**config.mk**
```make
export PLATFORM = sky130hd
export DESIGN_NAME = i2c_interrupt_enable_gating
export DESIGN_NICKNAME = d
export VERILOG_FILES = /design/src/i2c_irq_pkg.sv /design/src/event_flag_bank.sv /design/src/irq_request_gate.sv /design/src/i2c_interrupt_enable_gating.sv
export VERILOG_INCLUDE_DIRS = /design/src
export SDC_FILE = /design/constraint.sdc
export NUM_CORES = 1
export LEC_CHECK = 0
export ABC_AREA = 1
export BUFFER_PORTS_ARGS = -buffer_cell sky130_fd_sc_hd__buf_2
export CAP_MARGIN = 20
export CORE_MARGIN = 2
export CORE_UTILIZATION = 46
export DETAILED_ROUTE_END_ITERATION = 10
export PLACE_DENSITY = 0.88
export SYNTH_ARGS = -nofsm -noshare
export SYNTH_HDL_FRONTEND = slang
export SYNTH_SLANG_ARGS = --single-unit
```
**constraint.sdc**
```tcl
create_clock -name i_ref_clk -period 1.45 [get_ports i_ref_clk]
set_clock_uncertainty 0.15 [all_clocks]
set_input_delay 0 -clock i_ref_clk [delete_from_list [all_inputs] [get_ports i_ref_clk]]
set_output_delay 0 -clock i_ref_clk [all_outputs]
set_load 0.02 [all_outputs]
```
**src/i2c_irq_map.svh**
```systemverilog
/*
  register offsets, field positions and reset values of the i2c
  interrupt gating block. assumes nothing; definitions only.
*/
`ifndef I2C_IRQ_MAP_SVH
`define I2C_IRQ_MAP_SVH

`define I2C_FLAGS_OFS      8'h00
`define I2C_IRQ_ENABLE_OFS 8'h02

`define I2C_IRQ_ENABLE_RST 16'h0000
`define I2C_FLAGS_RST      16'h0000
`define I2C_IRQ_VALID_MASK 16'h0bff

`define BIT_START      0
`define BIT_TX_DONE    1
`define BIT_RX_READY   2
`define BIT_STRETCH    3
`define BIT_TIMEOUT    4
`define BIT_ADDR_MATCH 5
`define BIT_ARB_LOST   6
`define BIT_NACK       7
`define BIT_GENCALL    8
`define BIT_OVERRUN    9
`define BIT_STOP       11

`endif

```
**src/i2c_irq_pkg.sv**
```systemverilog
/*
  types shared by the i2c interrupt gating block.
  assumes a 16-bit register data path.
*/
package i2c_irq_pkg;
  typedef logic [15:0] word_t;
  typedef logic [7:0]  addr_t;
  typedef enum logic [1:0] {
    SEL_NONE,
    SEL_FLAGS,
    SEL_ENABLE
  } reg_sel_t;
endpackage

```
**src/event_flag_bank.sv**
```systemverilog
/*
  latched i2c event flags, one flip-flop per valid bit.
  assumes set pulses come from the i2c engine on the same clock.
*/
`timescale 1ns/1ps
`default_nettype none
`include "i2c_irq_map.svh"

module event_flag_bank #(
  parameter int          W     = 16,
  parameter logic [15:0] VALID = `I2C_IRQ_VALID_MASK
) (
  // clock and reset
  input  wire logic         i_ref_clk,
  input  wire logic         i_rst,
  // hardware events and software access
  input  wire logic [W-1:0] i_set,
  input  wire logic         i_wr,
  input  wire logic [W-1:0] i_wdata,
  input  wire logic         i_rd_clear,
  // flag state
  output var  logic [W-1:0] o_flags
);
  genvar i;
  generate
    for (i = 0; i < W; i++)
    begin : g_flag
      if (VALID[i] == 1'b0)
      begin : g_rsvd
        assign o_flags[i] = 1'b0;
      end
      else if (i == `BIT_OVERRUN)
      begin : g_ovr
        // set wins; only a buffer read clears, writing zero does not
        always_ff @(posedge i_ref_clk)
          if (i_rst)
            o_flags[i] <= 1'b0;
          else if (i_set[i] || (i_wr && i_wdata[i]))
            o_flags[i] <= 1'b1;
          else if (i_rd_clear)
            o_flags[i] <= 1'b0;
      end
      else
      begin : g_std
        // set wins over a software clear in the same cycle
        always_ff @(posedge i_ref_clk)
          if (i_rst)
            o_flags[i] <= 1'b0;
          else if (i_set[i])
            o_flags[i] <= 1'b1;
          else if (i_wr)
            o_flags[i] <= i_wdata[i];
      end
    end
  endgenerate
endmodule // event_flag_bank
`default_nettype wire

```
**src/irq_request_gate.sv**
```systemverilog
/*
  and-or gating of event flags by their enables into one request.
  assumes both inputs come from flip-flops.
*/
`timescale 1ns/1ps
`default_nettype none

module irq_request_gate #(
  parameter int W = 16
) (
  // flags and enables
  input  wire logic [W-1:0] i_flags,
  input  wire logic [W-1:0] i_enable,
  // level request
  output var  logic         o_irq
);
  // purely combinational so an enable write acts in the cycle after its strobe, once the register has taken it
  assign o_irq = |(i_flags & i_enable);
endmodule // irq_request_gate
`default_nettype wire

```
**src/i2c_interrupt_enable_gating.sv**
```systemverilog
/*
  i2c interrupt enable register, event flag register and gating of
  the cpu interrupt request.
  assumes a plain register port (read data one cycle later) and event
  set pulses from the i2c engine, all on i_ref_clk.
*/
// How it works
// RL1: enable register is 16-bit read/write, zero after any reset.
// RL2: bit 0 gates start-detected flag into the cpu request.
// RL3: bit 1 gates transmit-complete flag into the cpu request.
// RL4: bit 2 gates receive-ready flag into the cpu request.
// RL5: bit 3 gates clock-stretch flag into the cpu request.
// RL6: bit 4 gates bus-timeout flag into the cpu request.
// RL7: bit 5 gates own-address match flag into the cpu request.
// RL8: bit 6 gates arbitration-loss flag into the cpu request.
// RL9: bit 7 gates nack-received flag into the cpu request.
// RL10: bit 8 gates general-call flag, set only while recognition enabled.
// RL11: bit 9 gates receiver-overrun flag into the cpu request.
// RL12: bit 11 gates stop-detected flag into the cpu request.
// RL13: enable bits 10 and 15 to 12 always read zero.
// RL14: software clears each flag except overrun by writing zero; flag holds till then.
// RL15: buffer read clears overrun; writing zero to it does not.
// RL16: one level request, or of each flag anded with its enable.
// RL17: enable change reaches the request within one clock.
`timescale 1ns/1ps
`default_nettype none
`include "i2c_irq_map.svh"

module i2c_interrupt_enable_gating (
  // clock and reset
  input  wire logic               i_ref_clk,
  input  wire logic               i_rst,
  // register port
  input  wire i2c_irq_pkg::addr_t i_addr,
  input  wire i2c_irq_pkg::word_t i_wdata,
  input  wire logic               i_wr,
  input  wire logic               i_rd,
  output var  i2c_irq_pkg::word_t o_rdata,
  // i2c engine events
  input  wire i2c_irq_pkg::word_t i_event_set,
  input  wire logic               i_gencall_recognize_en,
  input  wire logic               i_data_buffer_read,
  // state and request
  output var  i2c_irq_pkg::word_t o_flags,
  output var  i2c_irq_pkg::word_t o_irq_enable,
  output var  logic               o_irq
);
  import i2c_irq_pkg::*;

  localparam word_t VALID = `I2C_IRQ_VALID_MASK;

  function automatic reg_sel_t decode(input addr_t a);
    reg_sel_t s;
    s = SEL_NONE;
    if (a == `I2C_FLAGS_OFS)
      s = SEL_FLAGS;
    else if (a == `I2C_IRQ_ENABLE_OFS)
      s = SEL_ENABLE;
    return s;
  endfunction

  logic  wr_flags;
  logic  wr_enable;
  word_t set_vec;
  word_t irq_en;
  word_t flags;

  assign wr_flags  = i_wr && (decode(i_addr) == SEL_FLAGS);
  assign wr_enable = i_wr && (decode(i_addr) == SEL_ENABLE);

  // RL10 recognition gates set
  always_comb
  begin
    set_vec = i_event_set & VALID;
    set_vec[`BIT_GENCALL] = i_event_set[`BIT_GENCALL] && i_gencall_recognize_en;
  end

  // RL1 enable register
  // RL13 reserved bits dropped
  always_ff @(posedge i_ref_clk)
    if (i_rst)
      irq_en <= `I2C_IRQ_ENABLE_RST;
    else if (wr_enable)
      irq_en <= i_wdata & VALID;

  // read data stand for exactly one cycle; unmapped reads give zero
  always_ff @(posedge i_ref_clk)
    if (i_rst)
      o_rdata <= '0;
    else if (i_rd)
    begin
      unique case (decode(i_addr))
        SEL_FLAGS:  o_rdata <= flags;
        SEL_ENABLE: o_rdata <= irq_en;
        SEL_NONE:   o_rdata <= '0;
      endcase
    end
    else
      o_rdata <= '0;

  // RL14 flags hold until cleared
  // RL15 overrun clear on read
  event_flag_bank #(
    .W     (16),
    .VALID (VALID)
  ) u_flags (
    .i_ref_clk  (i_ref_clk),
    .i_rst      (i_rst),
    .i_set      (set_vec),
    .i_wr       (wr_flags),
    .i_wdata    (i_wdata),
    .i_rd_clear (i_data_buffer_read),
    .o_flags    (flags)
  );

  // RL2 RL3 RL4 RL5 RL6 RL7 per-bit and
  // RL8 RL9 RL10 RL11 RL12 per-bit and
  // RL16 single level request
  // RL17 enable effect one cycle after the write
  irq_request_gate #(
    .W (16)
  ) u_gate (
    .i_flags  (flags),
    .i_enable (irq_en),
    .o_irq    (o_irq)
  );

  assign o_flags      = flags;
  assign o_irq_enable = irq_en;

  // checks
  property p_enable_reset;
    @(posedge i_ref_clk) i_rst |=> (irq_en == 16'h0000 && !o_irq);
  endproperty
  a_enable_reset: assert property (p_enable_reset) // RL1
    else $error("enable not zero after reset");

  property p_enable_write;
    @(posedge i_ref_clk) disable iff (i_rst)
    wr_enable ##1 (i_rd && decode(i_addr) == SEL_ENABLE)
      |=> (o_rdata == ($past(i_wdata, 2) & 16'h0bff));
  endproperty
  a_enable_write: assert property (p_enable_write) // RL1
    else $error("enable readback differs from write");

  property p_reserved_zero;
    @(posedge i_ref_clk) disable iff (i_rst)
    (i_rd && decode(i_addr) == SEL_ENABLE) |=> (o_rdata[15:12] == 4'h0 && !o_rdata[10]);
  endproperty
  a_reserved_zero: assert property (p_reserved_zero) // RL13
    else $error("reserved enable bit reads one");

  property p_gate_start;
    @(posedge i_ref_clk) disable iff (i_rst)
    (flags == 16'h0001) |-> (o_irq == irq_en[0]);
  endproperty
  a_gate_start: assert property (p_gate_start) // RL2
    else $error("start gating wrong");

  property p_gate_tx;
    @(posedge i_ref_clk) disable iff (i_rst)
    (flags == 16'h0002) |-> (o_irq == irq_en[1]);
  endproperty
  a_gate_tx: assert property (p_gate_tx) // RL3
    else $error("tx done gating wrong");

  property p_gate_rx;
    @(posedge i_ref_clk) disable iff (i_rst)
    (flags == 16'h0004) |-> (o_irq == irq_en[2]);
  endproperty
  a_gate_rx: assert property (p_gate_rx) // RL4
    else $error("rx ready gating wrong");

  property p_gate_stretch;
    @(posedge i_ref_clk) disable iff (i_rst)
    (flags == 16'h0008) |-> (o_irq == irq_en[3]);
  endproperty
  a_gate_stretch: assert property (p_gate_stretch) // RL5
    else $error("stretch gating wrong");

  property p_gate_timeout;
    @(posedge i_ref_clk) disable iff (i_rst)
    (flags == 16'h0010) |-> (o_irq == irq_en[4]);
  endproperty
  a_gate_timeout: assert property (p_gate_timeout) // RL6
    else $error("timeout gating wrong");

  property p_gate_addr;
    @(posedge i_ref_clk) disable iff (i_rst)
    (flags == 16'h0020) |-> (o_irq == irq_en[5]);
  endproperty
  a_gate_addr: assert property (p_gate_addr) // RL7
    else $error("address match gating wrong");

  property p_gate_arb;
    @(posedge i_ref_clk) disable iff (i_rst)
    (flags == 16'h0040) |-> (o_irq == irq_en[6]);
  endproperty
  a_gate_arb: assert property (p_gate_arb) // RL8
    else $error("arbitration loss gating wrong");

  property p_gate_nack;
    @(posedge i_ref_clk) disable iff (i_rst)
    (flags == 16'h0080) |-> (o_irq == irq_en[7]);
  endproperty
  a_gate_nack: assert property (p_gate_nack) // RL9
    else $error("nack gating wrong");

  property p_gate_gencall;
    @(posedge i_ref_clk) disable iff (i_rst)
    (flags == 16'h0100) |-> (o_irq == irq_en[8]);
  endproperty
  a_gate_gencall: assert property (p_gate_gencall) // RL10
    else $error("general call gating wrong");

  property p_gencall_blocked;
    @(posedge i_ref_clk) disable iff (i_rst)
    (!flags[8] && !i_gencall_recognize_en && !wr_flags) |=> !flags[8];
  endproperty
  a_gencall_blocked: assert property (p_gencall_blocked) // RL10
    else $error("general call set while recognition off");

  property p_gate_overrun;
    @(posedge i_ref_clk) disable iff (i_rst)
    (flags == 16'h0200) |-> (o_irq == irq_en[9]);
  endproperty
  a_gate_overrun: assert property (p_gate_overrun) // RL11
    else $error("overrun gating wrong");

  property p_gate_stop;
    @(posedge i_ref_clk) disable iff (i_rst)
    (flags == 16'h0800) |-> (o_irq == irq_en[11]);
  endproperty
  a_gate_stop: assert property (p_gate_stop) // RL12
    else $error("stop gating wrong");

  property p_flag_hold;
    @(posedge i_ref_clk) disable iff (i_rst)
    (flags[0] && !wr_flags) |=> flags[0];
  endproperty
  a_flag_hold: assert property (p_flag_hold) // RL14
    else $error("flag dropped without software clear");

  property p_set_wins;
    @(posedge i_ref_clk) disable iff (i_rst)
    (set_vec[1] && wr_flags && !i_wdata[1]) |=> flags[1];
  endproperty
  a_set_wins: assert property (p_set_wins) // RL14
    else $error("event lost against clear");

  property p_overrun_read_clear;
    @(posedge i_ref_clk) disable iff (i_rst)
    (i_data_buffer_read && !set_vec[9] && !(wr_flags && i_wdata[9])) |=> !flags[9];
  endproperty
  a_overrun_read_clear: assert property (p_overrun_read_clear) // RL15
    else $error("buffer read left overrun set");

  property p_overrun_write_zero;
    @(posedge i_ref_clk) disable iff (i_rst)
    (flags[9] && wr_flags && !i_wdata[9] && !i_data_buffer_read) |=> flags[9];
  endproperty
  a_overrun_write_zero: assert property (p_overrun_write_zero) // RL15
    else $error("write of zero cleared overrun");

  property p_irq_cause;
    @(posedge i_ref_clk) disable iff (i_rst)
    o_irq |-> ((flags & irq_en) != 16'h0000) ##0 (flags != 16'h0000);
  endproperty
  a_irq_cause: assert property (p_irq_cause) // RL16
    else $error("request without enabled flag");

  property p_enable_takes_effect;
    @(posedge i_ref_clk) disable iff (i_rst)
    (wr_enable && ((i_wdata & flags & 16'h0bff) != 16'h0000)
      && !i_data_buffer_read && !wr_flags) |=> o_irq;
  endproperty
  a_enable_takes_effect: assert property (p_enable_takes_effect) // RL17
    else $error("enable write did not raise request");

  property p_disable_takes_effect;
    @(posedge i_ref_clk) disable iff (i_rst)
    (wr_enable && i_wdata == 16'h0000) |=> !o_irq;
  endproperty
  a_disable_takes_effect: assert property (p_disable_takes_effect) // RL17
    else $error("request stayed after enables cleared");

  property p_rdata_idle;
    @(posedge i_ref_clk) disable iff (i_rst)
    !i_rd |=> (o_rdata == 16'h0000);
  endproperty
  a_rdata_idle: assert property (p_rdata_idle) // RL1
    else $error("read data stood without a read");

  property p_enable_reserved;
    @(posedge i_ref_clk) disable iff (i_rst)
    (irq_en & 16'hf400) == 16'h0000;
  endproperty
  a_enable_reserved: assert property (p_enable_reserved) // RL13
    else $error("reserved enable bit held one");

  property p_start_set;
    @(posedge i_ref_clk) disable iff (i_rst)
    i_event_set[0] |=> flags[0];
  endproperty
  a_start_set: assert property (p_start_set) // RL2
    else $error("start event not latched");

  property p_gencall_pass;
    @(posedge i_ref_clk) disable iff (i_rst)
    (i_event_set[8] && i_gencall_recognize_en) |=> flags[8];
  endproperty
  a_gencall_pass: assert property (p_gencall_pass) // RL10
    else $error("general call lost while recognition on");

  // a set pulse must land even against a buffer read
  property p_overrun_set;
    @(posedge i_ref_clk) disable iff (i_rst)
    i_event_set[9] |=> flags[9];
  endproperty
  a_overrun_set: assert property (p_overrun_set) // RL11
    else $error("overrun event not latched");

  property p_stop_set;
    @(posedge i_ref_clk) disable iff (i_rst)
    i_event_set[11] |=> flags[11];
  endproperty
  a_stop_set: assert property (p_stop_set) // RL12
    else $error("stop event not latched");

  property p_cov_irq_rise;
    @(posedge i_ref_clk) disable iff (i_rst)
    !o_irq ##1 o_irq;
  endproperty
  c_irq_rise: cover property (p_cov_irq_rise);

  property p_cov_overrun_clear;
    @(posedge i_ref_clk) disable iff (i_rst)
    (flags[9] && i_data_buffer_read) ##1 !flags[9];
  endproperty
  c_overrun_clear: cover property (p_cov_overrun_clear);

  property p_cov_late_enable;
    @(posedge i_ref_clk) disable iff (i_rst)
    (flags != 16'h0000 && !o_irq && wr_enable) ##1 o_irq;
  endproperty
  c_late_enable: cover property (p_cov_late_enable);

  property p_cov_sw_clear;
    @(posedge i_ref_clk) disable iff (i_rst)
    (o_irq && wr_flags) ##1 !o_irq;
  endproperty
  c_sw_clear: cover property (p_cov_sw_clear);

endmodule // i2c_interrupt_enable_gating
`default_nettype wire

```
==> metrics.md, run 1 <==
| Metric | Value |
|---|---|
| Clock tree from TritonCTS | done |
| Synth async-reset ratio | 0 |
| Initial antenna violation count | 0 |
| Setup WS pre-CTS | approximately 0.18 ns |
| Tot Pwr | 0.00187 W |
| Worst-path maximum fanout | 2 |
| Max Clock Freq | between 600 and 700 MHz |
| Area added between synthesis and finish | 48.7% |
| Cells after synthesis | 216 |
| Cell Area, Synth | 0.00157 mm2 |
| Die area | a little under 0.004 mm2 |
| Placer Congestion | slightly above 0.8 |
| Vias in the first global route | 1760 |
| Mean Syn Cell Area | 7.25 um2 |
| Clk slew on worst S/H paths | 0.10 ns |
| Status | complete, but fails checks |
| VDD IR max | 601 uV |
| Post-synthesis sequential area ratio | 0.422 |
| Site Rows | 21 |
| Final hold viol count | 2 |
| Starting DRC count in detailed routing | 86 |
| Cts bufs inserted | 5 |
| Total power per unit cell area | slightly above 800 mW/mm2 |
| Worst hold slack | -0.0447 ns |
| Max-cap viol count | 0 |
| Initial cell density of the core | 0.473 |
| TritonCTS Sinks | 33 |
| Area share of the largest cell type after synthesis | 0.422 |
| Routed Wire Length | 4.59 mm |
| Core area | 0.00331 mm2 |
| Lkg Pwr | 1.14 nW |
| Skew-Pair Late Insertion Delay | 0.34 ns |
| Vias | 1753 |
| Layout cell share with drive strength beyond 1 | 0.330 |
| Crit Path Class | register to output pin |
| Synth top cells by count | nor2_1, nand2_1, dfxtp_1 |
| EDFF count, synth | 0 |
| Required @ worst endpoint | around 1.3 ns |
| Largest net degree at the start of global routing | 33 |
| Hold crit path type | input port to register |
| # nets final | 366 |
| Final worst path period share | 1.03 |
| Finished Layout Cells | 367 |
| Antenna diodes | 0 |
| CTS H-tree lvls | 2 |
| Fin crit period | 1.49 ns |
| WL per Instance | 12.5 um |
| Width of the die | 62.3 um |
| Final Instance Area | 0.00233 mm2 |
| Clock Path Buffers | 2 |
| GRT Residual Overflow | 0 |
| Tot GR Track Use | 0.251 |
| Die height | 62.3 um |
| Yosys cell types | 23 |
| RSZ-0062 raised after global routing | yes |
| Biggest area consumer among synthesized cells | dfxtp_1 |
| Worst EP arrival | around 1.3 ns |
| Main synth FF type | dfxtp_1 |
| 1st-pass router iterations | 5 |
| ANT nets after route | 0 |
| Failing checks | hold timing, setup timing |
| Cells after DPL | 323 |
| CP Capture Type | output pin |
| Clock Tree Root | clkbuf_4 |
| Ports | 95 |
| Most frequent cell after synthesis | nor2_1 |
| Post-DP Area | roughly 0.0019 mm2 |
| Synth Warn # | 0 |
| Vias per cell | 4.78 |
| Synth Register Bits | 33 |
| Final Max Slew Viols | 0 |
| Leading post-synthesis cells by cell area | dfxtp_1, nor2_1, nand2_1 |
| # port buffers | 69 |
| Final worst slack | -0.0430 ns |
| Critical Path Source Type | register |
| Post-DP HPWL | between 2 and 3 mm |
| Number of remaining DRC errors | 0 |
| Setup Viol. Count Final | 1 |
| First-pass GRT wire length | 7.69 mm |
==> placed cells by master, fill, tap and decap left out, drive strengths merged <==
cell,synthesis,routed
a21boi,9,9
a21oi,14,14
a221oi,2,2
a22o,1,1
buf,23,78
clkbuf,3,7
clkinv,0,1
conb,1,15
dfxtp,33,33
dlygate4sd3,0,31
inv,14,14
nand2,42,42
nand3,17,17
nor2,46,46
o21ai,11,11
==> flip-flops by register name (all words and copies together), names as in the netlist <==
| name | cells |
|---|---|
| o_rdata | 11 |
| o_irq_enable | 11 |
| u_flags.o_flags | 11 |
==> layout make-up <==
type / instances / area [um2]
timing repair buffer: 109 / 744
multi-input combinational: 157 / 732
fill: 282 / 983
sequential: 33 / 671
clock buffer: 7 / 65.1
clock inverter: 1 / 5.00
tap: 46 / 57.6
inverter: 14 / 52.6
==> kinds of logic after synthesis <==
group	share of synthesized area
and+or+nand+nor	0.283
buffers and inverters	0.153
AOI/OAI and AO/OA	0.140
DFF	0.422
other	0.00240
==> per-layer routing <==
layer  up-vias  share of wire  track usage
met5         -              0            0
met4         0          0.019        0.117
met3        11          0.072       0.0743
met2        79           0.51        0.457
met1       797           0.40        0.267
li1        866              -            -
==> path summary, 6_finish.rpt <==
check             cells past startpoint  slack (ns)                 end                from
hold reg to reg                       2        0.35          o_rdata[5]     o_irq_enable[5]
setup reg to reg                      3        0.10  u_flags.o_flags[9]  u_flags.o_flags[9]
hold / removal                        5       -0.04  u_flags.o_flags[5]                i_wr
setup / recovery                      5       -0.04               o_irq  u_flags.o_flags[0]
==> worst max-delay path: stages, from the launching register on <==
cell and delay [ns]:
dfxtp_2 0.34, nand2_1 0.07, nand2_1 0.06, a221oi_2 0.21, nand3_1 0.16, buf_6 0.16
==> metrics by stage <==
stage / setup TNS (ns) / util
6_report: -0.0430 / 0.703
5_1_grt: -0.0945 / 0.703
4_1_cts: 0 / 0.704
3_5_place_dp: 0 / 0.567
3_3_place_gp: 0 / 0.567
2_1_floorplan: 0 / -
==> repair_timing <==
item,4_1_cts,5_1_grt
cloned,0,0
pin swaps,1,7
hold buffers,35,0
endpoints found under the setup margin,1,5
hold endpoints to repair,23,0
gates resized for setup,7,6
setup buffers,2,4
==> power by group <==
group          leakage, nW  total (W)  internal, W  switching, W
logic                0.828   0.000316     0.000148      0.000168
registers            0.272   0.000954     0.000931     0.0000230
clock network       0.0413   0.000602     0.000281      0.000321
No activity file was read; power rests on OpenSTA's default activity.
==> run 2: changes to the inputs <==
Settings changed: PLACE_DENSITY 0.88 to 0.92.
==> run 2 against run 1 <==
Against the previous run: the run ends with setup timing left; maximum frequency shrank 6.3%; sequential power is 0.4% higher; non-clock buffer count did not move; combinational power hardly changed; die area is the same; worst setup slack worse by 0.10 ns; wire length increased by 17%; final area increased by 2.6%; sequential cell count did not move; global-route usage fell by 0.28 points; critical path depth unchanged; largest cell class unchanged.
==> metrics.md, run 2 (synthesized netlist as in run 1, its figures left out) <==
| Metric | Value |
|---|---|
| Status | complete, but fails checks |
| Failing checks | setup timing |
| Clk slew on worst S/H paths | 0.11 ns (about the same) |
| HP Start | i_wr |
| Max-cap viol count | 0 (unchanged) |
| Hold path endpoint | u_flags.o_flags[2] |
| Number of remaining DRC errors | 0 (unchanged) |
| Tot GR Track Use | 0.249 (-0.00279) |
| Area added between synthesis and finish | 52.6% |
| Max Clock Freq | 628 MHz (-6.3%) |
| Vias in the first global route | 1708 (-3.0%) |
| Area occupied by multi-input gates | 759 um2 (+3.8%) |
| TritonCTS Sinks | 33 (unchanged) |
| Total power per unit cell area | 838 mW/mm2 (+4.2%) |
| Starting DRC count in detailed routing | 290 (+240%) |
| Cts bufs inserted | 5 (unchanged) |
| Vias | 1887 (+7.6%) |
| FF-to-FF Start | u_flags.o_flags[5] |
| Setup WS pre-CTS | 0.190 ns (+0.00514 ns) |
| Clock power share | 0.362 (+0.040) |
| Antenna diodes | 0 (unchanged) |
| Most used cells in the layout excluding fill and tap cells | buf_2, nor2_1, nand2_1 |
| CP Capture Type | output pin |
| Register area | 672 um2 (+0.19%) |
| Sequential power share | 0.479 (-0.031) |
| Comb pwr share | 0.159 (-0.010) |
| Final worst slack | -0.143 ns (-0.100 ns) |
| Ports | 95 (unchanged) |
| 1st-pass router iterations | 5 (unchanged) |
| Clock Path Buffers | 2 (unchanged) |
| Worst EP arrival | 1.44 ns (+0.10 ns) |
| Site Rows | 21 (unchanged) |
| Core area | 0.00331 mm2 (unchanged) |
| Layout cell share with drive strength beyond 1 | 0.340 (+0.00935) |
| Clock tree from TritonCTS | done |
| Required @ worst endpoint | 1.30 ns (about the same) |
| First-pass GRT wire length | 7.76 mm (+0.81%) |
| RSZ-0062 raised after global routing | yes |
| Largest net degree at the start of global routing | 33 (unchanged) |
| Fillers | 230 (-18%) |
| Post-Route Setup TNS | -0.143 ns (-0.100 ns) |
| Placer Congestion | 0.802 (-0.89%) |
| # port buffers | 69 (unchanged) |
| Internal power | 0.00148 W (+9.2%) |
| Sw frac | 0.259 (-0.0151) |
| Worst hold path cell count | 5 (unchanged) |
| CTS H-tree lvls | 2 (unchanged) |
| Die area | 0.00389 mm2 (unchanged) |
| VDD IR max | 585 uV (-2.7%) |
| Worst-path maximum fanout | 4 (+2) |
| Routed Wire Length | 5.35 mm (+17%) |
| Clock Tree Root | clkbuf_4 |
| Vias per cell | 5.14 (+7.6%) |
| WL per Instance | 14.6 um (+17%) |
| Fin crit period | 1.59 ns (+0.100 ns) |
| Skew-Pair Late Insertion Delay | 0.33 ns (about the same) |
| Reg-to-reg slack, setup | 0.04 ns (-0.06 ns) |
| Worst reg2reg path depth | 4 (+1) |
| Most common cell after layout, fill and taps aside | buf_2 |
| Lkg Pwr | 1.15 nW (+1.1%) |
| ANT nets after route | 0 (unchanged) |
| Psw | 0.000518 W (+1.1%) |
| Post-DP HPWL | 2.74 mm (+1.7%) |
| Final Max Slew Viols | 0 (unchanged) |
| Setup Viol. Count Final | 1 (unchanged) |
| Initial antenna violation count | 0 (unchanged) |
| Width of the die | 62.3 um (unchanged) |
| # nets final | 366 (unchanged) |
| Hold crit path type | input port to register |
| Crit Path Class | register to output pin |
| Final hold viol count | 0 (-2) |
| Die height | 62.3 um (unchanged) |
| Final worst path period share | 1.10 (+0.0692) |
| Initial cell density of the core | 0.473 (unchanged) |
| Critical Path Source Type | register |
| GRT Residual Overflow | 0 (unchanged) |
| Worst R2R End | u_flags.o_flags[5] |
## run 2: cell types whose count changed in the layout (fill, tap and decap cells not counted), sizes merged
cell | previous run | this run
buf | 78 | 76
bufinv | 0 | 1
clkbuf | 7 | 8
clkinv | 1 | 0
dlygate4sd3 | 31 | 32
## run 2: power groups by stage
stage	sequential, W	combinational, W	clock [W]
CTS	0.000952	0.000306	0.000718
finish	0.000958	0.000318	0.000725
global route	0.000961	0.000343	0.000753
detailed placement	0.000971	0.000232	0
floorplan	0.000995	0.000144	0
global placement	0.000971	0.000227	0
## run 2: what timing repair did
action / in CTS / in global routing
setup buffers: 0 / 3
pin swaps: 0 / 4
gates resized for setup: 3 / 17
gates cloned: 0 / 1
endpoints found under the setup margin: 1 / 7
hold buffers: 35 / 1
endpoints found under the hold margin: 24 / 1
## run 2: per-layer routing
| metal | vias up | routed length [um] | track usage |
|---|---|---|---|
| met4 | 0 | 253 | 0.136 |
| met3 | 35 | 633 | 0.0562 |
| li1 | 865 | - | - |
| met1 | 829 | 1970 | 0.292 |
| met2 | 158 | 2490 | 0.421 |
| met5 | - | 0 | 0 |
## run 2: worst max-delay path, cell delays in order, from the launching register on
cell and delay (ns):
dfxtp_1 0.35, nand2_1 0.09, nand2_1 0.07, a221oi_1 0.27, nand3_1 0.16, buf_6 0.17
## run 2: per-stage QoR
stage               total power, W  cells  hold slack, ns   util  cell area [um2]
floorplan                  0.00114    230        -0.00603      -             1620
global placement           0.00120    323           0.100  0.567             1880
detailed placement         0.00120    323           0.115  0.567             1880
CTS                        0.00198    366          0.0401  0.702             2320
global route               0.00206    367          0.0625  0.721             2390
finish                     0.00200    367         0.00436  0.721             2390
## run 2: cell type report
type | count | share of cell area
Clock buffer | 7 | 0.0230
Multi-Input combinational cell | 157 | 0.318
Clock inverter | 1 | 0.0126
Sequential cell | 33 | 0.281
Timing Repair Buffer | 109 | 0.319
Tap cell | 46 | 0.0241
Inverter | 14 | 0.0220
## run 2: worst max-delay path by stage
stage | from | end | slack (ns) | cells after the start
CTS | o_irq_enable[0] | o_irq | 0.006 | 5
floorplan | u_flags.o_flags[0] | o_irq | 0.37 | 4
finish | o_irq_enable[9] | o_irq | -0.14 | 5
global route | u_flags.o_flags[9] | o_irq | -0.17 | 5
global placement | i_addr[5] | o_irq_enable[2] | 0.25 | 8
detailed placement | i_addr[3] | o_irq_enable[6] | 0.19 | 8
